$ cat config.mk
export PLATFORM = sky130hd
export DESIGN_NAME = aocr_regs
export DESIGN_NICKNAME = d
export VERILOG_FILES = /design/src/include/aocr_pkg.sv /design/src/hdl/aocr_regs.sv /design/src/hdl/aocr_spi.sv
export SDC_FILE = /design/constraint.sdc
export NUM_CORES = 1
export LEC_CHECK = 0
export BUFFER_PORTS_ARGS = -buffer_cell sky130_fd_sc_hd__buf_2
export CAP_MARGIN = 40
export CORE_MARGIN = 2
export CORE_UTILIZATION = 45
export DETAILED_ROUTE_END_ITERATION = 10
export PLACE_DENSITY = 0.66
export RECOVER_POWER = 25
export SYNTH_ARGS = -nofsm -noshare
export SYNTH_HDL_FRONTEND = slang
export SYNTH_SLANG_ARGS = --single-unit
$ cat constraint.sdc
create_clock -name clk_sys -period 2.7 [get_ports clk_sys]
set_input_delay 0 -clock clk_sys [delete_from_list [all_inputs] [get_ports clk_sys]]
set_output_delay 0 -clock clk_sys [all_outputs]
set_load 0.05 [all_outputs]
$ cat src/include/aocr_pkg.sv
// Shared constants for the output configuration register bank.
// Assumes a converter serializer and clock tree consuming the outputs.
package aocr_pkg;

  // ----------------------------------------------------------------
  // Register addresses (13-bit serial port address space)
  // ----------------------------------------------------------------
  localparam logic [12:0] AOCR_ADDR_DEV_INDEX = 13'h0005;
  localparam logic [12:0] AOCR_ADDR_CLK_DIV = 13'h000B;
  localparam logic [12:0] AOCR_ADDR_OUT_MODE = 13'h0014;
  localparam logic [12:0] AOCR_ADDR_OUT_ADJ = 13'h0015;
  localparam logic [12:0] AOCR_ADDR_OUT_PHASE = 13'h0016;
  localparam logic [12:0] AOCR_ADDR_XFER = 13'h00FF;
  localparam logic [12:0] AOCR_ADDR_CAP_DOWN = 13'h0100;
  localparam logic [12:0] AOCR_ADDR_PULLDN = 13'h0101;
  localparam logic [12:0] AOCR_ADDR_CMGEN = 13'h0102;

  // ----------------------------------------------------------------
  // Field positions
  // ----------------------------------------------------------------
  localparam int AOCR_IDX_DATA_LSB = 0;
  localparam int AOCR_IDX_FCO_BIT = 4;
  localparam int AOCR_IDX_DCO_BIT = 5;
  localparam int AOCR_DIV_LSB = 0;
  localparam int AOCR_MODE_IEEE_BIT = 6;
  localparam int AOCR_MODE_INV_BIT = 2;
  localparam int AOCR_MODE_FMT_BIT = 0;
  localparam int AOCR_ADJ_TERM_LSB = 4;
  localparam int AOCR_ADJ_DRIVE_BIT = 0;
  localparam int AOCR_PH_IN_LSB = 4;
  localparam int AOCR_PH_OUT_LSB = 0;
  localparam int AOCR_XFER_BIT = 0;
  localparam int AOCR_CAP_EN_BIT = 6;
  localparam int AOCR_CAP_RES_LSB = 4;
  localparam int AOCR_CAP_RATE_LSB = 0;
  localparam int AOCR_PULLDN_BIT = 0;
  localparam int AOCR_CMGEN_PD_BIT = 3;

  // ----------------------------------------------------------------
  // Reset values
  // ----------------------------------------------------------------
  localparam logic [7:0] AOCR_RST_DEV_INDEX = 8'h33;
  localparam logic [7:0] AOCR_RST_CLK_DIV = 8'h00;
  localparam logic [7:0] AOCR_RST_OUT_MODE = 8'h01;
  localparam logic [7:0] AOCR_RST_OUT_ADJ = 8'h00;
  localparam logic [7:0] AOCR_RST_OUT_PHASE = 8'h03;
  localparam logic [7:0] AOCR_RST_CAP_DOWN = 8'h00;
  localparam logic [7:0] AOCR_RST_PULLDN = 8'h00;
  localparam logic [7:0] AOCR_RST_CMGEN = 8'h00;

  // ----------------------------------------------------------------
  // Serial framing, channels and driver current codes
  // ----------------------------------------------------------------
  localparam logic [4:0] AOCR_INSTR_BITS = 5'h10;
  localparam logic [2:0] AOCR_LAST_BIT = 3'h7;
  localparam int AOCR_CLK_FCO = 0;
  localparam int AOCR_CLK_DCO = 1;
  localparam logic [1:0] AOCR_CUR_ANSI = 2'h2;
  localparam logic [1:0] AOCR_CUR_ANSI_TERM = 2'h3;
  localparam logic [1:0] AOCR_CUR_IEEE = 2'h0;
  localparam logic [1:0] AOCR_CUR_IEEE_TERM = 2'h1;

  typedef enum logic [0:0] {AOCR_ST_INSTR, AOCR_ST_DATA} aocr_spi_state_e;

endpackage : aocr_pkg

$ cat src/hdl/aocr_regs.sv
// Output configuration register bank of the converter, behind the
// serial port. Drives serializer, LVDS driver and clocking controls.
// Assumes serial pins are synchronous to clk_sys.
`timescale 1ns/10ps
module aocr_regs
  import aocr_pkg::*;
(
  input wire logic clk_sys, // System clock, 25 MHz
  input wire logic nrst, // Async reset, active low
  input wire logic ce, // Clock enable, freezes state
  input wire logic spi_sclk, // Serial clock
  input wire logic spi_csb_n, // Serial chip select
  input wire logic spi_sdio_i, // Serial data in
  output logic spi_sdio_o, // Serial data out
  output logic spi_sdio_oe, // Serial data drive enable
  output logic [1:0] lane_ieee_q, // Reduced-range option per lane
  output logic [1:0] lane_invert_q, // Output invert per lane
  output logic [1:0] lane_twos_q, // Twos complement per lane
  output logic [3:0] lane_current_q, // Driver current code, 2/lane
  output logic [1:0] term_sel_q, // Termination resistor select
  output logic fco_drive_2x_q, // Frame clock double drive
  output logic dco_drive_2x_q, // Data clock double drive
  output logic [2:0] clk_div_q, // Clock divider ratio
  output logic [2:0] sample_phase_q, // Sampling delay, input cycles
  output logic [3:0] dco_phase_q, // Data clock phase code
  output logic cap_en_q, // Capability override active
  output logic [1:0] cap_res_q, // Active resolution select
  output logic [2:0] cap_rate_q, // Active max rate capability
  output logic sdio_pulldown_en_q, // Serial pin pull-down on
  output logic cm_gen_pd_q // Common-mode generator down
);

  // ----------------------------------------------------------------
  // Storage
  // ----------------------------------------------------------------
  logic [7:0] dev_index_q;
  logic [7:0] clk_div_reg_q;
  logic [7:0] out_mode_q [2];
  logic [1:0] term_q;
  logic [1:0] drive_q;
  logic [7:0] out_phase_q;
  logic [7:0] cap_pend_q;
  logic [7:0] cap_act_q;
  logic [7:0] pulldn_q;
  logic [7:0] cmgen_q;
  logic wr_stb;
  logic [12:0] addr;
  logic [7:0] wr_data;
  logic [7:0] rd_data;
  logic [1:0] data_sel;
  logic [1:0] clk_sel;

  // ----------------------------------------------------------------
  // Helpers
  // ----------------------------------------------------------------
  // Readback shows the lowest selected channel's copy
  function automatic logic first_sel(input logic [1:0] m);
    first_sel = ~m[0] & m[1];
  endfunction : first_sel

  // Driver current follows option and termination, never software
  function automatic logic [1:0] cur_code(
    input logic ieee,
    input logic [1:0] term
  );
    if (ieee)
    begin
      cur_code = (term != 2'h0) ? AOCR_CUR_IEEE_TERM : AOCR_CUR_IEEE;
    end
    else
    begin
      cur_code = (term != 2'h0) ? AOCR_CUR_ANSI_TERM : AOCR_CUR_ANSI;
    end
  endfunction : cur_code

  // ----------------------------------------------------------------
  // Serial port engine
  // ----------------------------------------------------------------
  aocr_spi u_spi (
    .clk_sys(clk_sys),
    .nrst(nrst),
    .ce(ce),
    .sclk(spi_sclk),
    .csb_n(spi_csb_n),
    .sdio_i(spi_sdio_i),
    .sdio_o(spi_sdio_o),
    .sdio_oe(spi_sdio_oe),
    .wr_stb(wr_stb),
    .addr(addr),
    .wr_data(wr_data),
    .rd_data(rd_data)
  );

  // Channel masks from the index register
  assign data_sel = dev_index_q[AOCR_IDX_DATA_LSB +: 2];
  assign clk_sel = {dev_index_q[AOCR_IDX_DCO_BIT],
                    dev_index_q[AOCR_IDX_FCO_BIT]};

  // ----------------------------------------------------------------
  // Global registers, updated on the write itself
  // ----------------------------------------------------------------
  always_ff @(posedge clk_sys or negedge nrst)
  begin
    if (!nrst)
    begin
      dev_index_q <= AOCR_RST_DEV_INDEX;
      clk_div_reg_q <= AOCR_RST_CLK_DIV;
      term_q <= AOCR_RST_OUT_ADJ[AOCR_ADJ_TERM_LSB +: 2];
      out_phase_q <= AOCR_RST_OUT_PHASE;
      pulldn_q <= AOCR_RST_PULLDN;
      cmgen_q <= AOCR_RST_CMGEN;
    end
    else if (ce && wr_stb)
    begin
      if (addr == AOCR_ADDR_DEV_INDEX)
      begin
        dev_index_q <= wr_data;
      end
      else if (addr == AOCR_ADDR_CLK_DIV)
      begin
        clk_div_reg_q <= wr_data;
      end
      else if (addr == AOCR_ADDR_OUT_ADJ)
      begin
        term_q <= wr_data[AOCR_ADJ_TERM_LSB +: 2];
      end
      else if (addr == AOCR_ADDR_OUT_PHASE)
      begin
        // Codes above 1011 stored as written, effect undefined
        out_phase_q <= wr_data;
      end
      else if (addr == AOCR_ADDR_PULLDN)
      begin
        pulldn_q <= wr_data;
      end
      else if (addr == AOCR_ADDR_CMGEN)
      begin
        cmgen_q <= wr_data;
      end
    end
  end

  // ----------------------------------------------------------------
  // Per-channel registers, written to every selected channel
  // ----------------------------------------------------------------
  always_ff @(posedge clk_sys or negedge nrst)
  begin
    if (!nrst)
    begin
      out_mode_q[0] <= AOCR_RST_OUT_MODE;
      out_mode_q[1] <= AOCR_RST_OUT_MODE;
      drive_q <= {2{AOCR_RST_OUT_ADJ[AOCR_ADJ_DRIVE_BIT]}};
    end
    else if (ce && wr_stb)
    begin
      for (int i = 0; i < 2; i++)
      begin
        if (addr == AOCR_ADDR_OUT_MODE && data_sel[i])
        begin
          out_mode_q[i] <= wr_data;
        end
        else if (addr == AOCR_ADDR_OUT_ADJ && clk_sel[i])
        begin
          // Only a selected clock output takes the drive bit
          drive_q[i] <= wr_data[AOCR_ADJ_DRIVE_BIT];
        end
      end
    end
  end

  // ----------------------------------------------------------------
  // Capability override: pending copy and transfer
  // ----------------------------------------------------------------
  // Held pending so resolution and rate change together
  always_ff @(posedge clk_sys or negedge nrst)
  begin
    if (!nrst)
    begin
      cap_pend_q <= AOCR_RST_CAP_DOWN;
      cap_act_q <= AOCR_RST_CAP_DOWN;
    end
    else if (ce && wr_stb)
    begin
      if (addr == AOCR_ADDR_CAP_DOWN)
      begin
        cap_pend_q <= wr_data;
      end
      else if (addr == AOCR_ADDR_XFER && wr_data[AOCR_XFER_BIT])
      begin
        cap_act_q <= cap_pend_q;
      end
    end
  end

  // ----------------------------------------------------------------
  // Read mux
  // ----------------------------------------------------------------
  // Transfer bit is self-clearing, so it always reads zero
  always_comb
  begin
    rd_data = 8'h00;
    if (addr == AOCR_ADDR_DEV_INDEX)
    begin
      rd_data = dev_index_q;
    end
    else if (addr == AOCR_ADDR_CLK_DIV)
    begin
      rd_data = clk_div_reg_q;
    end
    else if (addr == AOCR_ADDR_OUT_MODE)
    begin
      rd_data = out_mode_q[first_sel(data_sel)] & 8'h45;
    end
    else if (addr == AOCR_ADDR_OUT_ADJ)
    begin
      rd_data = {2'h0, term_q, 3'h0, drive_q[first_sel(clk_sel)]};
    end
    else if (addr == AOCR_ADDR_OUT_PHASE)
    begin
      rd_data = out_phase_q & 8'h7F;
    end
    else if (addr == AOCR_ADDR_CAP_DOWN)
    begin
      rd_data = cap_pend_q & 8'h77;
    end
    else if (addr == AOCR_ADDR_PULLDN)
    begin
      rd_data = pulldn_q & 8'h01;
    end
    else if (addr == AOCR_ADDR_CMGEN)
    begin
      rd_data = cmgen_q & 8'h08;
    end
  end

  // ----------------------------------------------------------------
  // Lane controls toward the serializer
  // ----------------------------------------------------------------
  always_ff @(posedge clk_sys or negedge nrst)
  begin
    if (!nrst)
    begin
      lane_ieee_q <= {2{AOCR_RST_OUT_MODE[AOCR_MODE_IEEE_BIT]}};
      lane_invert_q <= {2{AOCR_RST_OUT_MODE[AOCR_MODE_INV_BIT]}};
      lane_twos_q <= {2{AOCR_RST_OUT_MODE[AOCR_MODE_FMT_BIT]}};
      lane_current_q <= {AOCR_CUR_ANSI, AOCR_CUR_ANSI};
    end
    else if (ce)
    begin
      for (int i = 0; i < 2; i++)
      begin
        lane_ieee_q[i] <= out_mode_q[i][AOCR_MODE_IEEE_BIT];
        lane_invert_q[i] <= out_mode_q[i][AOCR_MODE_INV_BIT];
        lane_twos_q[i] <= out_mode_q[i][AOCR_MODE_FMT_BIT];
        lane_current_q[2*i +: 2] <=
          cur_code(out_mode_q[i][AOCR_MODE_IEEE_BIT], term_q);
      end
    end
  end

  // ----------------------------------------------------------------
  // Driver termination and clock output drive
  // ----------------------------------------------------------------
  // Double drive cannot coexist with termination; termination wins
  always_ff @(posedge clk_sys or negedge nrst)
  begin
    if (!nrst)
    begin
      term_sel_q <= AOCR_RST_OUT_ADJ[AOCR_ADJ_TERM_LSB +: 2];
      fco_drive_2x_q <= 1'b0;
      dco_drive_2x_q <= 1'b0;
    end
    else if (ce)
    begin
      term_sel_q <= term_q;
      fco_drive_2x_q <= drive_q[AOCR_CLK_FCO] & (term_q == 2'h0);
      dco_drive_2x_q <= drive_q[AOCR_CLK_DCO] & (term_q == 2'h0);
    end
  end

  // ----------------------------------------------------------------
  // Clocking: divider, sampling phase, data clock phase
  // ----------------------------------------------------------------
  // Phase above a nonzero divider ratio is software's fault; passed as is
  always_ff @(posedge clk_sys or negedge nrst)
  begin
    if (!nrst)
    begin
      clk_div_q <= AOCR_RST_CLK_DIV[AOCR_DIV_LSB +: 3];
      sample_phase_q <= AOCR_RST_OUT_PHASE[AOCR_PH_IN_LSB +: 3];
      dco_phase_q <= AOCR_RST_OUT_PHASE[AOCR_PH_OUT_LSB +: 4];
    end
    else if (ce)
    begin
      clk_div_q <= clk_div_reg_q[AOCR_DIV_LSB +: 3];
      if (clk_div_reg_q[AOCR_DIV_LSB +: 3] != 3'h0)
      begin
        sample_phase_q <= out_phase_q[AOCR_PH_IN_LSB +: 3];
      end
      else
      begin
        sample_phase_q <= 3'h0;
      end
      dco_phase_q <= out_phase_q[AOCR_PH_OUT_LSB +: 4];
    end
  end

  // ----------------------------------------------------------------
  // Capability outputs and auxiliary controls
  // ----------------------------------------------------------------
  always_ff @(posedge clk_sys or negedge nrst)
  begin
    if (!nrst)
    begin
      cap_en_q <= AOCR_RST_CAP_DOWN[AOCR_CAP_EN_BIT];
      cap_res_q <= AOCR_RST_CAP_DOWN[AOCR_CAP_RES_LSB +: 2];
      cap_rate_q <= AOCR_RST_CAP_DOWN[AOCR_CAP_RATE_LSB +: 3];
      sdio_pulldown_en_q <= ~AOCR_RST_PULLDN[AOCR_PULLDN_BIT];
      cm_gen_pd_q <= AOCR_RST_CMGEN[AOCR_CMGEN_PD_BIT];
    end
    else if (ce)
    begin
      // Rate field is a capability limit, not the sample clock
      cap_en_q <= cap_act_q[AOCR_CAP_EN_BIT];
      cap_res_q <= cap_act_q[AOCR_CAP_RES_LSB +: 2];
      cap_rate_q <= cap_act_q[AOCR_CAP_RATE_LSB +: 3];
      sdio_pulldown_en_q <= ~pulldn_q[AOCR_PULLDN_BIT];
      cm_gen_pd_q <= cmgen_q[AOCR_CMGEN_PD_BIT];
    end
  end

endmodule : aocr_regs

$ cat src/hdl/aocr_spi.sv
// Serial port slave: 16-bit instruction then data bytes, MSB first.
// Assumes sclk, csb and sdio are already synchronous to clk_sys.
`timescale 1ns/10ps
module aocr_spi
  import aocr_pkg::*;
(
  input wire logic clk_sys, // System clock
  input wire logic nrst, // Async reset, active low
  input wire logic ce, // Clock enable
  input wire logic sclk, // Serial clock level
  input wire logic csb_n, // Chip select, active low
  input wire logic sdio_i, // Serial data in
  output logic sdio_o, // Serial data out
  output logic sdio_oe, // Serial data drive enable
  output logic wr_stb, // One-cycle write pulse
  output logic [12:0] addr, // Current byte address
  output logic [7:0] wr_data, // Written byte
  input wire logic [7:0] rd_data // Read byte for addr
);

  aocr_spi_state_e state_q;
  logic sclk_q;
  logic rise;
  logic fall;
  logic [15:0] sh_q;
  logic [4:0] icnt_q;
  logic [2:0] bcnt_q;
  logic rd_q;
  logic byte_done_q;
  logic [7:0] tx_q;

  assign rise = sclk & ~sclk_q;
  assign fall = ~sclk & sclk_q;

  // ----------------------------------------------------------------
  // Edge detection and framing
  // ----------------------------------------------------------------
  // Streaming runs until chip select rises; the length bits are unused
  always_ff @(posedge clk_sys or negedge nrst)
  begin
    if (!nrst)
    begin
      sclk_q <= 1'b0;
      state_q <= AOCR_ST_INSTR;
      sh_q <= 16'h0000;
      icnt_q <= 5'h00;
      bcnt_q <= 3'h0;
      rd_q <= 1'b0;
      byte_done_q <= 1'b0;
      addr <= 13'h0000;
      wr_stb <= 1'b0;
      wr_data <= 8'h00;
    end
    else if (ce)
    begin
      sclk_q <= sclk;
      wr_stb <= 1'b0;
      if (csb_n)
      begin
        state_q <= AOCR_ST_INSTR;
        icnt_q <= 5'h00;
        bcnt_q <= 3'h0;
        rd_q <= 1'b0;
      end
      else if (rise)
      begin
        sh_q <= {sh_q[14:0], sdio_i};
        case (state_q)
          AOCR_ST_INSTR:
          begin
            icnt_q <= icnt_q + 5'h01;
            if (icnt_q == AOCR_INSTR_BITS - 5'h01)
            begin
              rd_q <= sh_q[14];
              addr <= {sh_q[11:0], sdio_i};
              state_q <= AOCR_ST_DATA;
            end
          end
          default:
          begin
            bcnt_q <= bcnt_q + 3'h1;
            if (bcnt_q == AOCR_LAST_BIT)
            begin
              wr_stb <= ~rd_q;
              wr_data <= {sh_q[6:0], sdio_i};
            end
          end
        endcase
      end
      // Step the address a cycle after the byte, so the write strobe
      // still sees the old address (descending order)
      byte_done_q <= !csb_n && wr_stb_next_addr(rise, state_q, bcnt_q);
      if (byte_done_q)
      begin
        addr <= addr - 13'h0001;
      end
    end
  end

  // Address advances only after a full data byte
  function automatic logic wr_stb_next_addr(
    input logic r,
    input aocr_spi_state_e s,
    input logic [2:0] b
  );
    wr_stb_next_addr = r && s == AOCR_ST_DATA && b == AOCR_LAST_BIT;
  endfunction : wr_stb_next_addr

  // ----------------------------------------------------------------
  // Read data shifter, launched on falling sclk
  // ----------------------------------------------------------------
  always_ff @(posedge clk_sys or negedge nrst)
  begin
    if (!nrst)
    begin
      tx_q <= 8'h00;
      sdio_o <= 1'b0;
      sdio_oe <= 1'b0;
    end
    else if (ce)
    begin
      if (csb_n)
      begin
        sdio_oe <= 1'b0;
      end
      else if (fall && state_q == AOCR_ST_DATA && rd_q)
      begin
        sdio_oe <= 1'b1;
        if (bcnt_q == 3'h0)
        begin
          sdio_o <= rd_data[7];
          tx_q <= {rd_data[6:0], 1'b0};
        end
        else
        begin
          sdio_o <= tx_q[7];
          tx_q <= {tx_q[6:0], 1'b0};
        end
      end
    end
  end

endmodule : aocr_spi

======== Word-level counts from Yosys, hierarchy flattened ========
Index checks and enable logic that the tools add are counted.
storage, ports and cells
  register bits ........................... 151
  output and inout bits ................... 34
  word-level logic and storage cells ...... 169
operators by class
  add/subtract/negate cells ............... 3
  magnitude comparators ................... 2
  equal/unequal tests ..................... 14
  multiplexer cells ....................... 45
  bitwise gates (word level) .............. 22
  reduce and logical (&&, ||, !) cells .... 43
operators by type and width
  kind                                                   number
  two-way mux 13 bit                                     5
  two-way mux 7 bit                                      7
  equality test 13 x 5 -> 1 bit (second input constant)  3
  equality test 13 x 9 -> 1 bit (second input constant)  3
  two-way mux 8 bit                                      3
  AND reduction 3 bit                                    8
  two-way mux 1 bit                                      19
  two-way mux 5 bit                                      3
  inverter 1 bit                                         15
  AND reduction 5 bit                                    3
  nonzero test 2 bit                                     7
  equality test 13 x 3 -> 1 bit (second input constant)  1
  equality test 13 x 4 -> 1 bit (second input constant)  1
  equality test 13 x 8 -> 1 bit (second input constant)  1
  subtractor 13 x 1 -> 13 bit (second input constant)    1
  two-way mux 3 bit                                      4
  AND reduction 2 bit                                    6
  logical AND 1 bit                                      11
  two-way mux 4 bit                                      2
  AND reduction 4 bit                                    2
  AND reduction 7 bit                                    1
  AND 1 bit                                              6
  AND reduction 6 bit                                    1
  adder 5 x 1 -> 5 bit (second input constant)           1
  other kinds (13)                                       15

======== Logic depth before layout (Yosys ltp) ========
Gate-level depths: netlist of the first run.
  depth after elaboration ................. 10
  depth in mapped cells ................... 10
  mapped depth without buffers ............ 7

======== Cells and area by module ========
Synthesis of the first run repeated with hierarchy kept, for this count alone.
unflattened totals
  cell total of the unflattened synthesis .. 556
  area total of the unflattened synthesis .. 6,545.0 um^2
modules (own cells, without submodules)
  module     times used  cells each  area each (um^2)
  aocr_regs  1           286         3,624.7
  aocr_spi   1           270         2,920.3

======== Least setup slack after synthesis of the first run ========
No wires, ideal clock.
  path type ............................... flip-flop to flip-flop
  start point ............................. register u_spi.addr[0]
  end point ............................... register u_spi.tx_q[6]
  arrival time ............................ 2.086 ns
  slack ................................... 0.528 ns
  stages on the path, launching flop included .. 9
  buffers on the path ..................... 1
  clock period less this slack ............ 2.172 ns
  path through ............................ dfrtp_1 > inv_1 > ha_1 > clkbuf_1 > or4bb_1 > nor4_2 > a22o_1 > o2111ai_1 > a32oi_1
on the way
  cells in the longest elaborated chain, start to end .. 8
ends and longest elaborated chain
  element                        RTL line          text
  from (decl)                    aocr_spi.sv:16    output logic [12:0] addr,
  from (signal assigned)         aocr_spi.sv:75    addr <= {sh_q[11:0], sdio_i};
  from (signal assigned)         aocr_spi.sv:95    addr <= addr - 13'h0001;
  equality test 13 x 9 -> 1 bit  aocr_regs.sv:222  else if (addr == AOCR_ADDR_CAP_DOWN)
  two-way mux 7 bit              aocr_regs.sv:222
  two-way mux 7 bit              aocr_regs.sv:218  else if (addr == AOCR_ADDR_OUT_PHASE)
  two-way mux 7 bit              aocr_regs.sv:214  else if (addr == AOCR_ADDR_OUT_ADJ)
  two-way mux 7 bit              aocr_regs.sv:210  else if (addr == AOCR_ADDR_OUT_MODE)
  two-way mux 8 bit              aocr_regs.sv:206  else if (addr == AOCR_ADDR_CLK_DIV)
  two-way mux 8 bit *            aocr_regs.sv:202  if (addr == AOCR_ADDR_DEV_INDEX)
  two-way mux 8 bit *            aocr_spi.sv:129   if (bcnt_q == 3'h0)
  to (signal assigned)           aocr_spi.sv:132   tx_q <= {rd_data[6:0], 1'b0};
  to (signal assigned)           aocr_spi.sv:137   tx_q <= {tx_q[6:0], 1'b0};
  to (decl)                      aocr_spi.sv:30    logic [7:0] tx_q;
Mark *: on every way between the ends. The rest lies on a longest branch, timed or not.
A chain may end at the register's enable or synchronous reset.

======== Worst setup path after layout of the first run ========
Ends and elaborated chain as after synthesis.

==> out/qor.yml, run 1 <==
vias: 4620
cap_violations: 1
leakage_nw: 3.60
grt_max_degree: 74
diodes: 0
overflow: 0
grt_antenna_before_repair: 0
grt_pass1_vias: 4655
syn_nets: 574
worst-r2r-setup-slack_ns: 0.28
coreArea_um2: 14000
drt_iter0_drc: 274
setup_tns_ns: 0
drive_above_1_share: 0.341
areaGrowthSynthToFinish_pct: 16.5
start_util: 0.466
ctsHtreeMaxLevel: 4
io_buffers: 39
final_area_um2: 7590
cp.arrival_ns: 2.75
post_drt_wl_per_cell_um: 18.9
cts_tree: "built"
netlist_area_um2: 6510
ir_drop_mv: 0.462
die-area_um2: 15500
cts_post_setup_buffers_inserted: 0
final-setup-viol-count: 0
fin_crit_sh: 0.895
cts_made_buffers: 17
cts.sinks: 136
fin_crit_ns: 2.42
grt_pass1_wl_mm: 24.8
crit_type: "flip-flop to flip-flop"
synth.largest_area_cell: "dfrtp_1"
fin_skew_ns: 0.00651
setup_ws_ns: 0.284
avgSynthCellArea_um2: 11.7
ys_seq_area_frac: 0.525
clk_pin_slew_ns: 0.06
synthFlopType: "dfrtp_1"
hold_viol_final: 0
first_pass_iters: 4
synth_seq_cells: 136
layout.nets: 627
crit_fanout: 10
place_hpwl_mm: 10.9
remaining_drc_errors: 0
tightest_slew_ns: 1.82
synthTopCellsByArea: "dfrtp_1, mux2_2, dfstp_2, a21oi_1, ha_1"
cts-root-buf: "clkbuf_16"
crit_path_start_kind: "flip-flop"
slew_headroom: -0.215
wirelength_mm: 15.2
grt_setup_unrepaired: "false"
synthArstFlopShare: 1.00
place.gp.congestion: 0.923
post_drt_via_cell_ratio: 5.75
crit_path_end_kind: "flip-flop"
io_pins: 40
insertion_delay_ns: 0.42
violations: "max-capacitance violations, max-slew violations"
yosysUniqueCellTypes: 62
synth_edf_count: 0
max_freq_mhz: 414
final_max_slew_viol_count: 74
synth_top_cell_area_share: 0.465
worst_ep_required_time_ns: 3.03
hp-class: "input port to flip-flop"
rows: 43
ant_nets: 0
post-place-ws_ns: 0.199
synth_warnings: 0
track_usage: 0.203
die_w_um: 124
status: "finished with violations"
clockBufferDepth: 2
placed_area_um2: 6960
fillers: 1195
synthCells: 558
die_h_um: 124
p_per_area_nw_per_um2: 634
-- cells in the mapped netlist, types with 5 or more instances --
cell type  instances
nand3_1           15
or3_1              7
dfstp_2           15
nor2b_1            5
nor3_1            13
o21ai_0           19
inv_1             23
nor2_1            25
a31oi_1            8
mux2i_1           11
nor4_1             6
o22ai_1            9
ha_1              10
dfrtp_1          121
o22a_1             6
clkbuf_1          15
a21o_1             5
buf_1              6
a21oi_1           28
nand2_1           31
mux2_2            93
-- area by class of cell --
class	instances	area, um^2	share of cell area
sequential	136	3420	0.451
clock inverter	7	66.3	0.00874
clock buffer	25	505	0.0666
tap	180	225	0.0297
timing repair buffer	64	394	0.0519
inverter	23	86.3	0.0114
multi-input combinational	369	2890	0.381
-- per-layer routing --
layer	GRT usage	up-vias	part of all wire
li1	-	2148	-
met1	0.274	2330	0.46
met2	0.323	115	0.48
met3	0.0417	27	0.040
met4	0.0793	0	0.022
met5	0	-	0
-- flip-flops by register name (all words and copies together), names as in the netlist, 3 cells and up --
register        count
dco_phase_q         4
clk_div_reg_q       8
u_spi.sh_q         15
u_spi.icnt_q        5
out_phase_q         7
clk_div_q           3
out_mode_q          6
u_spi.wr_data       8
dev_index_q         8
sample_phase_q      3
cap_act_q           6
u_spi.bcnt_q        3
cap_rate_q          3
u_spi.addr         13
lane_current_q      3
u_spi.tx_q          7
cap_pend_q          6
-- stage by stage --
step | hold slack, ns | cells | util | power [mW]
6_report | 0.444 | 804 | 0.542 | 4.81
5_1_grt | 0.455 | 804 | 0.542 | 5.00
4_1_cts | 0.199 | 804 | 0.542 | 4.85
3_5_place_dp | 0.0656 | 766 | 0.497 | 2.62
3_3_place_gp | 0.0551 | 766 | 0.497 | 2.61
2_1_floorplan | -0.296 | 558 | - | 2.47
-- report_power, final --
part	leakage [nW]	total, mW	internal [mW]	switching (mW)
logic	1.50	0.392	0.159	0.233
clock network	0.283	2.21	1.38	0.828
registers	1.81	2.21	2.11	0.0994
total	3.60	4.81	3.65	1.16
-- logic make-up (layout without fill, tap and decap cells) --
family	after synthesis	count (layout)	share of synthesized area
and+or+nand+nor	145	145	0.130
buffers and inverters	53	119	0.0348
DFF	136	136	0.525
AOI/OAI and AO/OA	108	108	0.110
muxes	104	104	0.178
adders and majority gates	10	10	0.0192
xor gates and xnor gates	2	2	0.00269
-- path summary, 6_finish.rpt --
path	from	to	depth (start not counted)
hold reg to reg	lane_current_q[3]	lane_current_q[3]	2
hold / removal	spi_sclk	u_spi.sclk_q	4
max in group asynchronous	nrst	dev_index_q[0]	3
setup reg to reg	u_spi.addr[0]	u_spi.tx_q[6]	7
setup / recovery	u_spi.addr[0]	u_spi.tx_q[6]	7
min in group asynchronous	nrst	cap_en_q	2
-- cell usage in the layout (no fill, tap or decap), types with 4 or more instances in the layout --
master,n
dfrtp_1,121
mux2_2,93
buf_2,35
nand2_1,31
a21oi_1,28
nor2_1,25
inv_1,23
o21ai_0,19
buf_4,19
clkbuf_16,17
nand3_1,15
dfstp_2,15
nor3_1,13
mux2i_1,11
ha_1,10
o22ai_1,9
a31oi_1,8
or3_1,7
nor4_1,6
o22a_1,6
clkbuf_1,6
dlygate4sd3_1,6
nor2b_1,5
a21o_1,5
clkbuf_8,5
and3_1,4
nand4_1,4
nor4_4,4
o31ai_1,4
a32o_1,4
a22oi_1,4
clkinv_2,4
-- critical path, stage by stage (launching register included) --
cell	delay [ns]
dfrtp_1	0.43
inv_1	0.14
ha_1	0.37
or4bb_1	0.48
nor4_4	0.31
a22o_1	0.21
o2111ai_1	0.15
a32oi_1	0.23
-- repair_timing --
| item | 4_1_cts | 5_1_grt |
|---|---|---|
| hold buffers | 6 | 0 |
| resized for setup | 0 | 1 |
| setup endpoints to repair | 0 | 2 |
| hold endpoints to repair | 70 | 0 |
Note: power is estimated with default switching activity, not from simulation.
==> run 2: changes to the inputs <==
==> constraint.sdc (replaced) <==
create_clock -name clk_sys -period 3.1 [get_ports clk_sys]
set_input_delay 0 -clock clk_sys [delete_from_list [all_inputs] [get_ports clk_sys]]
set_output_delay 0 -clock clk_sys [all_outputs]
set_load 0.05 [all_outputs]
==> run 2 against run 1 <==
The run still ends with max-capacitance violations, max-slew violations left. Clock-buffer cell count unchanged. Clock skew about the same. Die area unchanged. Register-to-register slack better by 0.34 ns. Non-clock buffer count down 14.
==> out/qor.yml, run 2 (synthesis results as in run 1) <==
status: "finished with violations"  # unchanged
violations: "max-capacitance violations, max-slew violations"  # unchanged
grt_antenna_before_repair: 0  # unchanged
drive_above_1_share: 0.330  # was 0.341
place.gp.congestion: 0.906  # was 0.923
crit_path_start_kind: "flip-flop"  # unchanged
start_util: 0.466  # unchanged
register_area_um2: 3420  # unchanged
ant_nets: 0  # unchanged
areaGrowthSynthToFinish_pct: 15.1  # was 16.5%
cts-root-buf: "clkbuf_16"  # unchanged
fin_skew_ns: 0.00648  # was 0.00651 ns
hold_viol_final: 0  # unchanged
grt_max_degree: 80  # was 74
worst-r2r-setup-slack_ns: 0.63  # was 0.28 ns
drt_iter0_drc: 253  # was 274
cts_post_setup_buffers_inserted: 0  # unchanged
instances_no_fill: 790  # was 804
ir_drop_mv: 0.669  # was 0.462 mV
cts.sinks: 136  # unchanged
grt_pass1_vias: 4653  # was 4655
post_drt_via_cell_ratio: 5.76  # was 5.75
io_buffers: 39  # unchanged
clockBufferDepth: 2  # unchanged
ctsHtreeMaxLevel: 4  # unchanged
rows: 43  # unchanged
die-area_um2: 15500  # unchanged
track_usage: 0.207  # was 0.203
coreArea_um2: 14000  # unchanged
cts_tree: "built"  # unchanged
fin_crit_sh: 0.798  # was 0.895
first_pass_iters: 5  # was 4
slew_headroom: -0.321  # was -0.215
dp.cells: 754  # was 766
fin_crit_ns: 2.47  # was 2.42 ns
cap_violations: 1  # unchanged
ctsResizeCount: 0  # unchanged
leakage_nw: 3.54  # was 3.60 nW
mostFrequentLayoutCell: "dfrtp_1"  # unchanged
cts_made_buffers: 17  # unchanged
fillers: 1242  # was 1195
vias: 4551  # was 4620
critPathSlowestCell: "nor4_2"  # was or4bb_1
largest_reg_flops: 15  # unchanged
grt_setup_unrepaired: "false"  # unchanged
worst_ep_required_time_ns: 3.44  # was 3.03 ns
overflow: 0  # unchanged
final_max_slew_viol_count: 79  # was 74
grt_pass1_wl_mm: 25.1  # was 24.8 mm
reg_top3: "u_spi.sh_q: 15 flops, u_spi.addr: 13 flops"  # unchanged
holdBufCountCts: 4  # was 6
wirelength_mm: 15.1  # was 15.2 mm
die_w_um: 124  # unchanged
tightest_slew_ns: 1.98  # was 1.82 ns
final-setup-viol-count: 0  # unchanged
die_h_um: 124  # unchanged
io_pins: 40  # unchanged
multiInputGateArea_um2: 2880  # was 2890 um^2
setup_tns_ns: 0  # unchanged
post_drt_wl_per_cell_um: 19.1  # was 18.9 um
crit_fanout: 10  # unchanged
crit_chain: "inv_1 -> ha_1 -> or4bb_1 -> nor4_2 -> a22o_1 -> o2111ai_1 -> a32oi_1"  # was inv_1 -> ha_1 -> or4bb_1 -> nor4_4 -> a22o_1 -> o2111ai_1 -> a32oi_1
clk_pin_slew_ns: 0.06  # about the same
remaining_drc_errors: 0  # unchanged
place_hpwl_mm: 10.4  # was 10.9 mm
insertion_delay_ns: 0.42  # about the same
crit_type: "flip-flop to flip-flop"  # unchanged
max_freq_mhz: 404  # was 414 MHz
hp-class: "input port to flip-flop"  # unchanged
cp_slowest_stage_delay_ns: 0.45  # was 0.48 ns
crit_path_end_kind: "flip-flop"  # unchanged
cp.arrival_ns: 2.81  # was 2.75 ns
mostFrequentLayoutCells: "dfrtp_1, mux2_2, buf_2"  # unchanged
layout.nets: 613  # was 627
p_per_area_nw_per_um2: 567  # was 634 nW/um^2
regMostFlops: "u_spi.sh_q"  # unchanged
diodes: 0  # unchanged
==> run 2: cell types whose count changed in the layout (fill, tap and decap cells not counted), sizes merged <==
cell and delta:
buf -11, clkinv -2, dlygate4sd3 -2, bufinv +1, clkbuf -1, clkinvlp +1
==> run 2: worst max-delay path, delay by kind of cell, from the launching register on <==
kind            cells  cell delay [ns]
fa+ha+maj           1             0.37
compound gates      3             0.55
flops               1             0.43
simple gates        2             0.89
buf+inv             1             0.14
==> run 2: through the flow <==
| step | hold slack [ns] | setup WS, ns | power, mW | cell area (um^2) | utilization |
|---|---|---|---|---|---|
| 2_1_floorplan | -0.296 | 0.928 | 2.15 | 6510 | - |
| 6_report | 0.266 | 0.626 | 4.25 | 7500 | 0.536 |
| 3_5_place_dp | 0.0897 | 0.679 | 2.27 | 6880 | 0.492 |
| 3_3_place_gp | 0.0900 | 0.745 | 2.26 | 6880 | 0.492 |
| 4_1_cts | 0.0821 | 0.673 | 4.28 | 7510 | 0.537 |
| 5_1_grt | 0.295 | 0.441 | 4.42 | 7500 | 0.536 |
==> run 2: final cells by class <==
class,instances,area share
flip-flops and latches,136,0.456
multi-input cells,369,0.384
clock buffers,25,0.0661
repair buffers,50,0.0394
well taps,180,0.0300
clock inverters,7,0.0125
inverters,23,0.0115
==> run 2: routing by layer <==
metal  GRT usage  share of wire  vias up
met1       0.277           0.46     2307
li1            -              -     2108
met5           0              0        -
met3      0.0494          0.038       20
met2       0.330           0.49      116
met4      0.0707          0.019        0
==> run 2: report_power, final <==
group          switching, mW  total [mW]  internal, mW
sequential            0.0823        1.92          1.84
combinational          0.201       0.330         0.129
clock                  0.733        2.00          1.27
total                   1.02        4.25          3.23
==> run 2: worst paths after layout <==
check	startpoint	cells after the start	endpoint
max	u_spi.addr[0]	7	u_spi.tx_q[6]
min	ce	5	u_spi.state_q
max reg2reg	u_spi.addr[0]	7	u_spi.tx_q[6]
min reg2reg	lane_current_q[3]	2	lane_current_q[3]
max in group asynchronous	nrst	2	u_spi.wr_data[6]
min in group asynchronous	nrst	2	cap_act_q[6]
